[src/inc/afc_pkg.sv]
package afc_pkg;
  // Prescale field codes
  localparam logic [1:0] AFC_PRE_DIV1 = 2'h0;
  localparam logic [1:0] AFC_PRE_DIV2 = 2'h1;
  localparam logic [1:0] AFC_PRE_DIV4 = 2'h2;
  localparam logic [1:0] AFC_PRE_DIV8 = 2'h3;
  localparam logic [1:0] AFC_PRE_RST  = AFC_PRE_DIV1;
  // Oversampling field
  localparam int         AFC_OSR_W    = 3;
  localparam logic [2:0] AFC_OSR_RST  = 3'h3;
  localparam int         AFC_OSR_MINLOG = 5;
  localparam int         AFC_CNT_W    = 12;
  // Digital clock = analog clock / 4
  localparam int         AFC_DM_DIV   = 4;
  localparam logic [1:0] AFC_DM_LAST  = 2'h3;
  localparam logic [1:0] AFC_DM_HALF  = 2'h1;
  // Serial framing
  localparam int         AFC_CMD_W    = 8;
  localparam int         AFC_BIT_W    = 4;
  localparam logic [3:0] AFC_CMD_LAST = 4'h7;
  localparam int         AFC_RW_BIT   = 0;
  localparam int         AFC_DATA_W   = 8;
  // Host serial clock divider (100 MHz / (2*4) = 12.5 MHz)
  localparam int         AFC_SCK_HALF = 4;
  typedef enum logic [1:0] {
    AFC_IDLE = 2'b00,
    AFC_CMD  = 2'b01,
    AFC_RD   = 2'b11,
    AFC_WR   = 2'b10
  } afc_state_e;
endpackage

[src/inc/afc_if.sv]
`timescale 1ns/1ps
interface afc_if;
  logic cs_n;
  logic sck;
  logic sdi;
  logic sdo_o;
  logic sdo_oe;
  logic drdy_n;
  logic reset_n_pin;
  modport device (input cs_n, input sck, input sdi, input reset_n_pin,
                  output sdo_o, output sdo_oe, output drdy_n);
  modport host (output cs_n, output sck, output sdi, output reset_n_pin,
                input sdo_o, input sdo_oe, input drdy_n);
endinterface

[src/rtl/afc_clk_div.sv]
`timescale 1ns/1ps
module afc_clk_div
  import afc_pkg::*;
#(
  parameter int CNT_W = AFC_CNT_W
) (
  // Clock and reset
  input  wire logic             clk,
  input  wire logic             resetn,
  input  wire logic             run,
  // Settings
  input  wire logic [1:0]       prescale_sel,
  input  wire logic [2:0]       oversampling_select,
  // Enables
  output logic                  analog_master_clock,
  output logic                  digital_master_clock,
  output logic                  dm_half,
  output logic                  data_rate_clock
);
  import afc_pkg::*;

  logic [2:0]       pre_q, pre_d;
  logic [1:0]       dm_q, dm_d;
  logic [CNT_W-1:0] osr_q, osr_d;

  function automatic logic [2:0] pre_last(input logic [1:0] s);
    pre_last = 3'((4'h1 << s) - 4'h1);
  endfunction

  function automatic logic [CNT_W-1:0] osr_last(input logic [2:0] s);
    osr_last = CNT_W'((32'h1 << (AFC_OSR_MINLOG + 32'(s))) - 32'h1);
  endfunction

  always_comb begin
    analog_master_clock  = run && (pre_q >= pre_last(prescale_sel));
    digital_master_clock = analog_master_clock && (dm_q == AFC_DM_LAST);
    dm_half              = analog_master_clock && (dm_q == AFC_DM_HALF);
    data_rate_clock      = digital_master_clock &&
                           (osr_q >= osr_last(oversampling_select));
    pre_d = pre_q;
    dm_d  = dm_q;
    osr_d = osr_q;
    if (run) begin
      pre_d = analog_master_clock ? 3'h0 : pre_q + 3'h1;
      if (analog_master_clock) begin
        dm_d = dm_q + 2'h1;
      end
      if (digital_master_clock) begin
        osr_d = data_rate_clock ? '0 : osr_q + 1'b1;
      end
    end
  end

  // Counters restart at zero on reset release
  always_ff @(posedge clk or negedge resetn) begin
    if (!resetn) begin
      pre_q <= 3'h0;
      dm_q  <= 2'h0;
      osr_q <= '0;
    end else begin
      pre_q <= pre_d;
      dm_q  <= dm_d;
      osr_q <= osr_d;
    end
  end
endmodule

[src/rtl/afc_device.sv]
// What this block does
// - External select picks pin clock over crystal
// - Analog clock is master over 1,2,4,8
// - Digital clock is analog clock over four
// - Data-rate clock is digital over OSR
// - OSR codes map 32 through 4096
// - Host keeps analog clock within range
// - Reset defaults settings, refuses serial traffic
// - No internal clock distributed during reset
// - Fully operational right after reset release
// - Select low frames transaction; high ignores
// - Sample rising, shift falling; modes 0,0/1,1
// - Serial clock asynchronous to master clock
// - Transaction opens with eight-bit command
// - Output driven only during read data
// - Input ignored after read command
// - Ready pulses low half digital period
// - Oversampling defaults to ratio 256
`timescale 1ns/1ps
module afc_device
  import afc_pkg::*;
(
  // Clock and reset
  input  wire logic                  clk,
  input  wire logic                  resetn,
  // Master clock sources
  input  wire logic                  crystal_clock_en,
  input  wire logic                  oscillator_input_pin,
  // Settings
  input  wire logic                  external_clock_select,
  input  wire logic [1:0]            prescale_sel,
  input  wire logic [2:0]            oversampling_select,
  // Read data and decoded command
  input  wire logic [AFC_DATA_W-1:0] rd_data,
  output logic [AFC_CMD_W-1:0]       cmd_q,
  output logic                       cmd_valid_q,
  output logic [AFC_DATA_W-1:0]      wr_data_q,
  output logic                       wr_valid_q,
  output logic                       data_rate_q,
  // Pins
  afc_if.device                      pins
);
  import afc_pkg::*;

  // ---------------------------------------------------------------
  // Pin synchronisers
  // ---------------------------------------------------------------
  logic [1:0] s_cs, s_sck, s_sdi, s_rst, s_osc;
  logic       sck_prev_q, cs_prev_q;

  always_ff @(posedge clk or negedge resetn) begin
    if (!resetn) begin
      s_cs       <= 2'h3;
      s_sck      <= 2'h0;
      s_sdi      <= 2'h0;
      s_rst      <= 2'h0;
      s_osc      <= 2'h0;
      sck_prev_q <= 1'b0;
      cs_prev_q  <= 1'b1;
    end else begin
      s_cs       <= {s_cs[0], pins.cs_n};
      s_sck      <= {s_sck[0], pins.sck};
      s_sdi      <= {s_sdi[0], pins.sdi};
      s_rst      <= {s_rst[0], pins.reset_n_pin};
      s_osc      <= {s_osc[0], oscillator_input_pin};
      sck_prev_q <= s_sck[1];
      cs_prev_q  <= s_cs[1];
    end
  end

  logic cs_n, rst_ok, sck_rise, sck_fall, cs_fall;
  assign cs_n     = s_cs[1];
  assign rst_ok   = s_rst[1];
  assign sck_rise = s_sck[1] && !sck_prev_q;
  assign sck_fall = !s_sck[1] && sck_prev_q;
  assign cs_fall  = !cs_n && cs_prev_q;

  // ---------------------------------------------------------------
  // Clock generation
  // ---------------------------------------------------------------
  logic osc_prev_q, mclk_tick, run;
  logic am, dm, dm_half, dr;

  always_ff @(posedge clk or negedge resetn) begin
    if (!resetn) begin
      osc_prev_q <= 1'b0;
    end else begin
      osc_prev_q <= s_osc[1];
    end
  end

  // Crystal off when external clock is chosen
  assign mclk_tick = external_clock_select ? (s_osc[1] && !osc_prev_q)
                                           : crystal_clock_en;
  // Master reset gates distribution
  assign run = rst_ok && mclk_tick;

  afc_clk_div #(
    .CNT_W (AFC_CNT_W)
  ) u_div (
    .clk                  (clk),
    .resetn               (resetn && rst_ok),
    .run                  (run),
    .prescale_sel         (rst_ok ? prescale_sel : AFC_PRE_RST),
    .oversampling_select  (rst_ok ? oversampling_select
                                  : AFC_OSR_RST),
    .analog_master_clock  (am),
    .digital_master_clock (dm),
    .dm_half              (dm_half),
    .data_rate_clock      (dr)
  );

  // ---------------------------------------------------------------
  // Data ready pulse
  // ---------------------------------------------------------------
  logic drdy_n_q, drdy_n_d, dr_q, dr_d;

  always_comb begin
    drdy_n_d = drdy_n_q;
    dr_d     = dr;
    if (!rst_ok) begin
      drdy_n_d = 1'b1;
    end else if (dr) begin
      drdy_n_d = 1'b0;
    end else if (dm_half) begin
      drdy_n_d = 1'b1;
    end
  end

  always_ff @(posedge clk or negedge resetn) begin
    if (!resetn) begin
      drdy_n_q <= 1'b1;
      dr_q     <= 1'b0;
    end else begin
      drdy_n_q <= drdy_n_d;
      dr_q     <= dr_d;
    end
  end
  assign pins.drdy_n = drdy_n_q;
  assign data_rate_q = dr_q;

  // ---------------------------------------------------------------
  // Serial framing
  // ---------------------------------------------------------------
  afc_state_e             st_q, st_d;
  logic [AFC_BIT_W-1:0]   cnt_q, cnt_d;
  logic [AFC_CMD_W-1:0]   sh_q, sh_d, cmd_d;
  logic [AFC_DATA_W-1:0]  tx_q, tx_d, wrd_d;
  logic                   cv_d, wv_d, sdo_q, sdo_d, oe_q, oe_d;

  always_comb begin
    st_d  = st_q;
    cnt_d = cnt_q;
    sh_d  = sh_q;
    tx_d  = tx_q;
    cmd_d = cmd_q;
    wrd_d = wr_data_q;
    cv_d  = 1'b0;
    wv_d  = 1'b0;
    sdo_d = sdo_q;
    oe_d  = oe_q;
    // Refuse all traffic in reset or while deselected
    if (!rst_ok || cs_n) begin
      st_d = AFC_IDLE;
      oe_d = 1'b0;
    end else if (cs_fall) begin
      st_d  = AFC_CMD;
      cnt_d = '0;
    end else begin
      case (st_q)
        AFC_CMD: begin
          if (sck_rise) begin
            sh_d  = {sh_q[AFC_CMD_W-2:0], s_sdi[1]};
            cnt_d = cnt_q + 1'b1;
            if (cnt_q == AFC_CMD_LAST) begin
              cmd_d = sh_d;
              cv_d  = 1'b1;
              cnt_d = '0;
              st_d  = sh_d[AFC_RW_BIT] ? AFC_RD : AFC_WR;
              tx_d  = rd_data;
            end
          end
        end
        AFC_RD: begin
          // Input ignored here; drive only on falling edges
          if (sck_fall) begin
            oe_d  = 1'b1;
            sdo_d = tx_q[AFC_DATA_W-1];
            tx_d  = {tx_q[AFC_DATA_W-2:0], tx_q[AFC_DATA_W-1]};
          end
        end
        AFC_WR: begin
          if (sck_rise) begin
            wrd_d = {wr_data_q[AFC_DATA_W-2:0], s_sdi[1]};
            cnt_d = cnt_q + 1'b1;
            if (cnt_q == AFC_CMD_LAST) begin
              wv_d  = 1'b1;
              cnt_d = '0;
            end
          end
        end
        default: begin
          oe_d = 1'b0;
        end
      endcase
    end
  end

  always_ff @(posedge clk or negedge resetn) begin
    if (!resetn) begin
      st_q        <= AFC_IDLE;
      cnt_q       <= '0;
      sh_q        <= '0;
      tx_q        <= '0;
      cmd_q       <= '0;
      wr_data_q   <= '0;
      cmd_valid_q <= 1'b0;
      wr_valid_q  <= 1'b0;
      sdo_q       <= 1'b0;
      oe_q        <= 1'b0;
    end else begin
      st_q        <= st_d;
      cnt_q       <= cnt_d;
      sh_q        <= sh_d;
      tx_q        <= tx_d;
      cmd_q       <= cmd_d;
      wr_data_q   <= wrd_d;
      cmd_valid_q <= cv_d;
      wr_valid_q  <= wv_d;
      sdo_q       <= sdo_d;
      oe_q        <= oe_d;
    end
  end
  // Dividers run from the first tick after release
  assign pins.sdo_o  = sdo_q;
  assign pins.sdo_oe = oe_q;
endmodule

[src/flat_wrapper.sv]
// flat-port wrapper written by rule: the top's interface ports become plain ports
module afc_device_flat import afc_pkg::*;
  (clk, resetn, crystal_clock_en, oscillator_input_pin, external_clock_select, prescale_sel, oversampling_select, rd_data, cmd_q, cmd_valid_q, wr_data_q, wr_valid_q, data_rate_q, pins_cs_n, pins_sck, pins_sdi, pins_reset_n_pin, pins_sdo_o, pins_sdo_oe, pins_drdy_n);
  afc_if pins_i ();
  input  wire logic clk;
  input  wire logic resetn;
  input  wire logic crystal_clock_en;
  input  wire logic oscillator_input_pin;
  input  wire logic external_clock_select;
  input  wire logic [1:0] prescale_sel;
  input  wire logic [2:0] oversampling_select;
  input  wire logic [AFC_DATA_W-1:0] rd_data;
  output logic [AFC_CMD_W-1:0] cmd_q;
  output logic cmd_valid_q;
  output logic [AFC_DATA_W-1:0] wr_data_q;
  output logic wr_valid_q;
  output logic data_rate_q;
  input wire logic [$bits(pins_i.cs_n)-1:0] pins_cs_n;
  input wire logic [$bits(pins_i.sck)-1:0] pins_sck;
  input wire logic [$bits(pins_i.sdi)-1:0] pins_sdi;
  input wire logic [$bits(pins_i.reset_n_pin)-1:0] pins_reset_n_pin;
  output wire logic [$bits(pins_i.sdo_o)-1:0] pins_sdo_o;
  output wire logic [$bits(pins_i.sdo_oe)-1:0] pins_sdo_oe;
  output wire logic [$bits(pins_i.drdy_n)-1:0] pins_drdy_n;
  assign pins_i.cs_n = pins_cs_n;
  assign pins_i.sck = pins_sck;
  assign pins_i.sdi = pins_sdi;
  assign pins_i.reset_n_pin = pins_reset_n_pin;
  assign pins_sdo_o = pins_i.sdo_o;
  assign pins_sdo_oe = pins_i.sdo_oe;
  assign pins_drdy_n = pins_i.drdy_n;
  afc_device u_core (.clk(clk), .resetn(resetn), .crystal_clock_en(crystal_clock_en), .oscillator_input_pin(oscillator_input_pin), .external_clock_select(external_clock_select), .prescale_sel(prescale_sel), .oversampling_select(oversampling_select), .rd_data(rd_data), .cmd_q(cmd_q), .cmd_valid_q(cmd_valid_q), .wr_data_q(wr_data_q), .wr_valid_q(wr_valid_q), .data_rate_q(data_rate_q), .pins(pins_i));
endmodule
[config.mk]
export PLATFORM = sky130hd
export DESIGN_NAME = afc_device_flat
export DESIGN_NICKNAME = d
export VERILOG_FILES = /design/src/inc/afc_pkg.sv /design/src/inc/afc_if.sv /design/src/rtl/afc_clk_div.sv /design/src/rtl/afc_device.sv /design/src/flat_wrapper.sv
export SDC_FILE = /design/constraint.sdc
export NUM_CORES = 1
export LEC_CHECK = 0
export ABC_AREA = 1
export BUFFER_PORTS_ARGS = -buffer_cell sky130_fd_sc_hd__buf_2
export CORE_MARGIN = 1
export CORE_UTILIZATION = 30
export DETAILED_ROUTE_END_ITERATION = 8
export GPL_TIMING_DRIVEN = 0
export MAX_ROUTING_LAYER = met4
export PLACE_DENSITY_LB_ADDON = 0.25
export SLEW_MARGIN = 20
export SYNTH_ARGS = -nofsm -noshare
export SYNTH_HDL_FRONTEND = slang
export SYNTH_HIERARCHICAL = 1
export SYNTH_SLANG_ARGS = --single-unit
[constraint.sdc]
create_clock -name clk -period 0.9 [get_ports clk]
set_input_delay 0.09 -clock clk [delete_from_list [all_inputs] [get_ports clk]]
set_output_delay 0.09 -clock clk [all_outputs]
set_load 0.01 [all_outputs]
==> impl_metrics.ini, run 1 <==
[routing]
drc = 0
drt_iter0_drc = 129
post_drt_wl_per_cell_um = 11.9
vias_per_cell = 4.49
wl_mm = 8.71
drt_pass1_iterations = 4
postRouteAntennaNets = 0
vias = 3297

[critical_path]
ff2ff_setup_slack_ps = -1300
worstReg2RegEnd = u_core/u_div/osr_q[1]$_DFFE_PN0P_
startpoint = u_core/s_rst[1]$_DFF_PN0_
r2r_start = u_core/s_rst[1]$_DFF_PN0_
rr_worst_depth = 14
crit_arrival_ps = 2470
cp-end-kind = flop
setup.worst_path.class = flop to flop
critPathMaxFanout = 6
required_ps = 1170
critPathLaunchType = flop

[sta]
hold_violations = 52
period_needed_ps = 2200
report.final.slew_viol_count = 0
rsz0062_at_grt = yes
whs_ps = -183
finalCritPeriodShare = 2.45
fin_ws_ps = -1300
setup_viol = 82
fmax_mhz = 454
fin_skew_ps = 5.85
worst_slew_pin_slew_ps = 723
slew-limit-headroom = 0.518

[finish]
design_area_um2 = 5450
instances_no_fill = 735
fillers = 1246
final_cell_mix = 102 x nand2_1, 67 x dfrtp_1, 52 x inv_1
layout_commonest_cell = nand2_1
antennaDiodeCount = 0
area_growth_pct = 40.5
drive_gt1_frac = 0.403
fin_nets = 602

[floorplanning]
die_x_um = 116
initial_core_util = 0.307
coreArea_um2 = 12600
num_io_pins = 44
die_h_um = 116
num_rows = 41
die-area_um2 = 13400

[pwr]
power_density_nw_per_um2 = 1790
p_leak_nw = 2.73
peakVddDrop_mv = 1.07

[clocking]
cts_buffer_depth = 2
cts_hold_buffers = 5
clock-sinks = 73
clock_latency_ps = 330
cts_tree = yes
cts-root-buf = clkbuf_16
cts_made_buffers = 9
clk_pin_slew_ps = 60
htreeDepth = 3

[outcome]
status = complete, but fails checks
violations = negative hold slack, negative setup slack

[job]
max-cap-violations = 0

[grt]
antenna_found_initial = 0
grt-ovfl-total = 0
grt_first_pass_wirelength_mm = 14.8
grt_pass1_vias = 3243
grtUsageTotal = 0.147
grt_max_degree = 58

[yosys]
synth-edff-count = 0
dominantRegCellSynth = dfrtp_1
synth-seq-cells = 73
syn_area_um2 = 3870
synth_cell_types = 36
ys_warn_count = 6
syn_inst = 452
avgSynthCellArea_um2 = 8.57
synthArstFlopShare = 1.00
ys_seq_area_frac = 0.473

[placement]
io_buffers = 43
routabilityCongestion = 0.832
dpl-instance-area_um2 = 4460
dp_cells = 669
hpwl_mm = 5.44

[min_path]
hp-class = primary input to asynchronous set/reset pin
-- where the power goes --
part	total [W]	internal, W	leakage [nW]	switching [W]
registers	0.00389	0.00359	0.922	0.000294
clock network	0.00366	0.00223	0.145	0.00143
logic	0.00221	0.000966	1.66	0.00125
total	0.00976	0.00679	2.73	0.00297
-- worst max-delay path, stage by stage, from the launching register on --
cell,delay [ps]
dfrtp_2,420
inv_2,50
or2_4,220
or2_4,260
nand2_2,60
o21bai_1,100
ha_1,250
nand2_2,110
inv_2,40
nand2_2,50
nand2_2,60
a21oi_4,230
buf_12,150
nand4_1,70
nand2_1,70
-- worst max-delay path by stage --
| stage | to | cells past startpoint |
|---|---|---|
| global placement | u_core/pins.drdy_n$_DFFE_PN1P_ | 13 |
| global route | u_core/u_div/osr_q[0]$_DFFE_PN0P_ | 14 |
| finish | u_core/u_div/osr_q[1]$_DFFE_PN0P_ | 14 |
| floorplan | u_core/pins.drdy_n$_DFFE_PN1P_ | 13 |
| CTS | u_core/u_div/osr_q[1]$_DFFE_PN0P_ | 14 |
| detailed placement | u_core/pins.drdy_n$_DFFE_PN1P_ | 13 |
-- routing by layer --
layer,part of all wire,vias up,global-route usage
li1,-,1661,-
met1,0.46,1581,0.178
met2,0.50,46,0.241
met3,0.034,9,0.0382
met4,0.010,0,0.0444
met5,0,-,-
-- sequential cells by signal (all words and copies together) (netlist names), 3 cells and up --
register and cells:
u_core/u_div/osr_q 12, u_core/cmd_q 8, u_core/cnt_q 4, u_core/sh_q 7, u_core/tx_q 8, u_core/u_div/pre_q 3, u_core/wr_data_q 8
-- what timing repair did --
| item | 4_1_cts | 5_1_grt |
|---|---|---|
| resized for setup | 38 | 32 |
| pin swaps | 25 | 18 |
| endpoints found under the setup margin | 99 | 99 |
| buffers inserted | 30 | 11 |
| endpoints found under the hold margin | 57 | 52 |
| cloned | 4 | 2 |
-- layout make-up --
| cell class | instances | area [um^2] | area share |
|---|---|---|---|
| clock inverter | 6 | 67.6 | 0.0124 |
| multi-input combinational | 305 | 2020 | 0.371 |
| sequential | 73 | 1830 | 0.337 |
| inverter | 69 | 273 | 0.0501 |
| tap | 172 | 215 | 0.0395 |
| timing repair buffer | 91 | 681 | 0.125 |
| buffer | 9 | 116 | 0.0214 |
| clock buffer | 10 | 239 | 0.0439 |
-- cell families (layout without fill, tap and decap cells) --
family | count (synthesis) | count (layout) | share of synthesized area
AND/OR/NAND/NOR | 220 | 222 | 0.271
flip-flops | 73 | 73 | 0.473
buffers and inverters | 78 | 185 | 0.0852
adder cells (fa/ha/maj) | 22 | 22 | 0.0710
XOR/XNOR | 4 | 4 | 0.00904
other | 1 | 3 | 0.000968
AO/OA/AOI/OAI | 54 | 54 | 0.0901
-- synthesized netlist by cell type, types with 5 or more instances --
master   count  area, um^2
a21oi_2      5        43.8
nand2_1    130         488
ha_1        22         275
or2_2        5        31.3
inv_1       66         248
nor2_1      22        82.6
a21oi_1      9        45.0
o21ai_0     16        80.1
o21ai_1     13        65.1
dfrtp_1     69        1730
o21ai_2      6        52.6
nand4_1     19         119
nor2_2       6        37.5
nand3_1     19        95.1
-- stage by stage --
step / util / setup slack (ps) / hold slack (ps) / TNS, ps / power (W)
after floorplan: - / -1200 / -206 / -32890 / 0.00533
final: 0.431 / -1300 / -183 / -44470 / 0.00976
after CTS: 0.414 / -1330 / -159 / -42890 / 0.00974
after detailed placement: 0.354 / -1530 / 199 / -54580 / 0.00579
after global routing: 0.431 / -1430 / -121 / -50080 / 0.0104
after global placement: 0.353 / -1470 / 199 / -78750 / 0.00569
Note: power is estimated with default switching activity, not from simulation.
==> inputs of run 2 (changes only) <==
==> constraint.sdc (replaced) <==
create_clock -name clk -period 2.1 [get_ports clk]
set_input_delay 0.21 -clock clk [delete_from_list [all_inputs] [get_ports clk]]
set_output_delay 0.21 -clock clk [all_outputs]
set_load 0.01 [all_outputs]
==> run 2 against run 1 <==
The run ends with negative setup slack left. Fmax is 0.66% higher. Critical path depth is 1 lower. Combinational power is 63% lower. Via count is 6.4% lower. Hold slack better by 430 ps. Die area stayed put. Register-to-register slack better by 1200 ps. Design area is 12% lower. Flip-flop and latch count stayed put. Non-clock buffer count is 34 lower. Global-route usage is 0.91 points lower. Wire length is 9.0% lower. Critical path type unchanged. Critical endpoint is now u_core/u_div/osr_q[9]$_DFFE_PN0P_.
==> impl_metrics.ini, run 2 (synthesis gave the netlist of run 1 again) <==
[finish]
drive_gt1_frac = 0.245
largest_register = u_core/u_div/osr_q
area_growth_pct = 23.4
fin_nets = 566
antennaDiodeCount = 0
largest_register_ff_count = 12
layout_commonest_cell = nand2_1
final_cell_mix = 125 x nand2_1, 68 x dfrtp_1, 64 x inv_1
fillers = 1314

[critical_path]
slowest_stage = dfrtp_2
ff2ff_setup_slack_ps = -90
endpoint = u_core/u_div/osr_q[9]$_DFFE_PN0P_
rr_worst_depth = 13
critPathMaxFanout = 9
crit_arrival_ps = 2410
startpoint = u_core/s_rst[1]$_DFF_PN0_
cp-end-kind = flop
cp_num_cells = 13
cp_slowest_stage_delay_ps = 440
worstReg2RegEnd = u_core/u_div/osr_q[9]$_DFFE_PN0P_
cp_top_family = simple AND/OR/NAND/NOR gates
required_ps = 2320
r2r_start = u_core/s_rst[1]$_DFF_PN0_
cp.buffers_inverters = 4
critPathLaunchType = flop
crit_chain = buf_4 -> nand2_1 -> inv_1 -> or2_2 -> ha_1 -> nand3_2 -> nand3_4 -> nand3_4 -> inv_4 -> buf_6 -> nand3_1 -> nand2_1 -> nor2_2
setup.worst_path.class = flop to flop

[sta]
rsz0062_at_grt = yes
period_needed_ps = 2190
fmax_mhz = 457
report.final.slew_viol_count = 0
worst_slew_pin_slew_ps = 712
finalCritPeriodShare = 1.04
fin_skew_ps = 5.66
setup_viol = 13
hold_violations = 0
whs_ps = 246
fin_ws_ps = -86.3
slew-limit-headroom = 0.525

[placement]
hpwl_mm = 5.43
routabilityCongestion = 0.800
post-place-ws_ps = -305
io_buffers = 43

[grt]
grt-ovfl-total = 0
grt_max_degree = 58
grtUsageTotal = 0.138
grt_first_pass_wirelength_mm = 13.8
grt_pass1_vias = 3034
antenna_found_initial = 0

[routing]
vias = 3085
vias_per_cell = 4.41
postRouteAntennaNets = 0
drc = 0
post_drt_wl_per_cell_um = 11.3
wl_mm = 7.92
drt_pass1_iterations = 4
drt_iter0_drc = 122

[clocking]
clock-sinks = 73
clock_latency_ps = 340
cts_made_buffers = 9
htreeDepth = 3
cts_buffer_depth = 2
cts_tree = yes
cts-root-buf = clkbuf_16
clk_pin_slew_ps = 60

[floorplanning]
die-area_um2 = 13400
num_rows = 41
num_io_pins = 44
coreArea_um2 = 12600
die_x_um = 116
initial_core_util = 0.307
die_h_um = 116

[min_path]
hp-class = primary input to flop
hold_start = rd_data[4]

[pwr]
total_power_w = 0.00397
p_leak_nw = 2.48
peakVddDrop_mv = 0.430
power_density_nw_per_um2 = 831

[outcome]
violations = negative setup slack
status = complete, but fails checks

[job]
max-cap-violations = 0
[run 2: cell types whose count changed in the layout (fill, tap and decap cells not counted), moves of 6 or more]
cell / before / now
buf_4: 34 / 7
inv_1: 52 / 64
o21ai_0: 1 / 15
o21ai_1: 22 / 14
inv_2: 12 / 3
nand2_1: 102 / 125
ha_1: 16 / 22
buf_6: 14 / 5
nand2_2: 24 / 7
nand2_4: 8 / 2
o21ai_2: 12 / 6
[run 2: per-layer routing]
metal  track usage  part of all wire
met3        0.0329             0.030
met5             -                 0
met4        0.0487             0.014
met2         0.230              0.48
met1         0.163              0.47
[run 2: timing repair]
| action | 4_1_cts | 5_1_grt |
|---|---|---|
| endpoints found under the setup margin | 14 | 19 |
| hold buffers | 6 | 0 |
| pin swaps | 24 | 9 |
| buffers inserted | 7 | 1 |
| endpoints found under the hold margin | 57 | 0 |
| gates resized for setup | 6 | 3 |
[run 2: how the worst min path moves through the flow]
stage | endpoint | depth (start not counted) | slack, ps
2_1_floorplan | u_core/cmd_q[0]$_DFFE_PN0P_ | 0 | -90
3_3_place_gp | u_core/s_sdi[0]$_DFF_PN0_ | 1 | 320
3_5_place_dp | u_core/s_cs[0]$_DFF_PN1_ | 1 | 320
4_1_cts | u_core/tx_q[4]$_DFFE_PN0P_ | 5 | 230
5_1_grt | u_core/tx_q[7]$_DFFE_PN0P_ | 5 | 280
6_report | u_core/tx_q[4]$_DFFE_PN0P_ | 5 | 250
[run 2: through the flow]
stage	instances	utilization	cell area, um^2	setup TNS [ps]
after floorplan	454	-	3900	-5.87
after global placement	669	0.343	4330	-2730
after detailed placement	669	0.343	4330	-3130
after CTS	698	0.377	4750	-1170
after global routing	699	0.379	4780	-2870
final	699	0.379	4780	-933
[run 2: final cells by class]
type                       instances  area, um^2  area share
sequential                        73        1830       0.383
multi-input combinational        303        1750       0.366
timing repair buffer              57         358      0.0748
inverter                          69         262      0.0547
clock buffer                      11         233      0.0487
tap                              172         215      0.0450
buffer                             9        75.1      0.0157
clock inverter                     5        56.3      0.0118
[run 2: worst register-to-register path, cell delays in order (launching register included)]
cell and delay [ps]:
dfrtp_2 440, buf_4 180, nand2_1 60, inv_1 50, or2_2 300, ha_1 290
nand3_2 80, nand3_4 130, nand3_4 130, inv_4 100, buf_6 130, nand3_1 70
nand2_1 70, nor2_2 30
[run 2: power breakdown]
part / internal, W / switching [W] / total (W)
logic: 0.000339 / 0.000476 / 0.000815
registers: 0.00154 / 0.000118 / 0.00166
clock network: 0.000917 / 0.000581 / 0.00150
==> inputs of run 3 (changes only) <==
--- a/config.mk
+++ b/config.mk
@@ -6,9 +6,10 @@
 export NUM_CORES = 1
 export LEC_CHECK = 0
 export ABC_AREA = 1
-export BUFFER_PORTS_ARGS = -buffer_cell sky130_fd_sc_hd__buf_2
+export BUFFER_PORTS_ARGS = -buffer_cell sky130_fd_sc_hd__buf_4
+export CORE_ASPECT_RATIO = 0.9
 export CORE_MARGIN = 1
-export CORE_UTILIZATION = 30
+export CORE_UTILIZATION = 25
 export DETAILED_ROUTE_END_ITERATION = 8
 export GPL_TIMING_DRIVEN = 0
 export MAX_ROUTING_LAYER = met4
==> run 3 against run 2 <==
First-iteration DRC count grew 43%. Die area grew 20%. The flow still finishes with violations (negative setup slack). Critical path depth grew 1. Largest cell class unchanged. Clock skew shrank 1.1 ps. Worst setup slack lost 13 ps. Sequential power is essentially flat. Design area grew 4.4%.
==> impl_metrics.ini, run 3 (synthesis gave the netlist of run 1 again) <==
[clocking]
clock-sinks = 73
clk_pin_slew_ps = 50
cts_tree = yes
cts_made_buffers = 9
clock_latency_ps = 330
htreeDepth = 3
cts-root-buf = clkbuf_16
cts_buffer_depth = 2

[placement]
io_buffers = 43
post-place-ws_ps = -328
hpwl_mm = 5.77
dpl-instance-area_um2 = 4470
dp_cells = 695
routabilityCongestion = 0.772

[finish]
final_cell_mix = 123 x nand2_1, 68 x dfrtp_1, 64 x inv_1
antennaDiodeCount = 0
layout_commonest_cell = nand2_1
design_area_um2 = 4990
fin_nets = 570
fillers = 1578
drive_gt1_frac = 0.260
largest_register_ff_count = 12
utilization = 0.334
area_growth_pct = 28.8
instances_no_fill = 729
largest_register = u_core/u_div/osr_q

[routing]
drc = 0
vias_per_cell = 4.22
drt_pass1_iterations = 4
wl_mm = 8.30
drt_iter0_drc = 175
postRouteAntennaNets = 0
vias = 3077
post_drt_wl_per_cell_um = 11.4

[grt]
grt-ovfl-total = 0
busiest_layer = met2
grt_max_degree = 58
use_met1 = 0.140
grt_pass1_vias = 3083
grt_first_pass_wirelength_mm = 14.4
antenna_found_initial = 0
met2_usage = 0.185
grtUsageMet3 = 0.0393
grtUsageTotal = 0.118

[critical_path]
slowest_stage = dfrtp_2
r2r_start = u_core/s_rst[1]$_DFF_PN0_
ff2ff_setup_slack_ps = -100
cp_slowest_stage_delay_ps = 410
crit_arrival_ps = 2470
critPathMaxFanout = 6
endpoint = u_core/pins.drdy_n$_DFFE_PN1P_
required_ps = 2370
crit_chain = inv_2 -> or2_4 -> or2_4 -> nand2_2 -> o21bai_4 -> ha_4 -> nand2_4 -> inv_2 -> nand2_2 -> nand2_2 -> a21oi_4 -> buf_12 -> a21oi_4 -> o21ai_2
rr_worst_depth = 14
critPathLaunchType = flop
startpoint = u_core/s_rst[1]$_DFF_PN0_
setup.worst_path.class = flop to flop
cpMostUsedCell = nand2_2
cp-end-kind = flop
worstReg2RegEnd = u_core/pins.drdy_n$_DFFE_PN1P_

[sta]
report.final.slew_viol_count = 0
whs_ps = 261
worst_slew_pin_slew_ps = 735
setup_viol = 14
hold_violations = 0
fin_ws_ps = -98.9
rsz0062_at_grt = yes
fmax_mhz = 455
period_needed_ps = 2200
fin_skew_ps = 4.59
slew-limit-headroom = 0.510
finalCritPeriodShare = 1.05

[floorplanning]
initial_core_util = 0.260
die_h_um = 120
die-area_um2 = 16000
num_io_pins = 44
num_rows = 42
coreArea_um2 = 14900
die_x_um = 133

[min_path]
hp-class = primary input to flop

[job]
max-cap-violations = 0

[pwr]
p_leak_nw = 2.52
peakVddDrop_mv = 0.525
power_density_nw_per_um2 = 798

[outcome]
violations = negative setup slack
status = complete, but fails checks
==> run 3: cell count changes in the layout (fill, tap and decap cells not counted), moves of 2 or more <==
cell and change:
buf_4 +46, buf_2 -42, clkinv_2 +2, ha_4 +3
ha_1 -3, nand2_1 -2
==> run 3: report_power, final <==
group	switching [W]	internal (W)
clock network	0.000545	0.000791
logic	0.000526	0.000453
registers	0.000129	0.00154
==> run 3: metal layers <==
| layer | vias to the layer above | part of all wire |
|---|---|---|
| met5 | - | 0 |
| met4 | 0 | 0.019 |
| met3 | 11 | 0.043 |
| met2 | 49 | 0.46 |
| met1 | 1430 | 0.48 |
| li1 | 1587 | - |
==> run 3: timing repair <==
item                       in CTS  in global routing
buffers inserted                7                  4
pin swaps                       6                 22
hold endpoints to repair       57                  0
cloned                          0                  1
hold buffers                    6                  0
resized for setup               2                 13
setup endpoints to repair      14                 19
==> run 3: area by class of cell <==
class / count / area [um^2] / area share
Sequential cell: 73 / 1830 / 0.367
Tap cell: 198 / 248 / 0.0496
Clock buffer: 12 / 236 / 0.0474
Timing Repair Buffer: 61 / 507 / 0.102
Inverter: 69 / 262 / 0.0524
Multi-Input combinational cell: 303 / 1810 / 0.363
Clock inverter: 4 / 20.0 / 0.00401
Buffer: 9 / 75.1 / 0.0150
==> run 3: worst min path at each step <==
stage | from | end | slack, ps | cells after the start
3_5_place_dp | pins_cs_n | u_core/s_cs[0]$_DFF_PN1_ | 320 | 1
4_1_cts | rd_data[1] | u_core/tx_q[1]$_DFFE_PN0P_ | 240 | 5
2_1_floorplan | resetn | u_core/cmd_q[0]$_DFFE_PN0P_ | -90 | 0
5_1_grt | rd_data[3] | u_core/tx_q[3]$_DFFE_PN0P_ | 300 | 5
6_report | rd_data[1] | u_core/tx_q[1]$_DFFE_PN0P_ | 260 | 5
3_3_place_gp | resetn | u_core/cmd_q[6]$_DFFE_PN0P_ | 320 | 1
==> run 3: metrics by stage <==
stage / power (W) / setup TNS (ps)
final: 0.00398 / -559
after global routing: 0.00426 / -2330
after floorplan: 0.00221 / -5.87
after detailed placement: 0.00242 / -3790
after CTS: 0.00389 / -797
after global placement: 0.00238 / -2920
==> run 3: worst max-delay path, delay by kind of cell (launching register included) <==
kind / cells / cell delay [ps]
buffers and inverters: 3 / 240
AOI/OAI and AO/OA: 4 / 530
adders and majority gates: 1 / 220
and+or+nand+nor: 6 / 720
DFF: 1 / 410
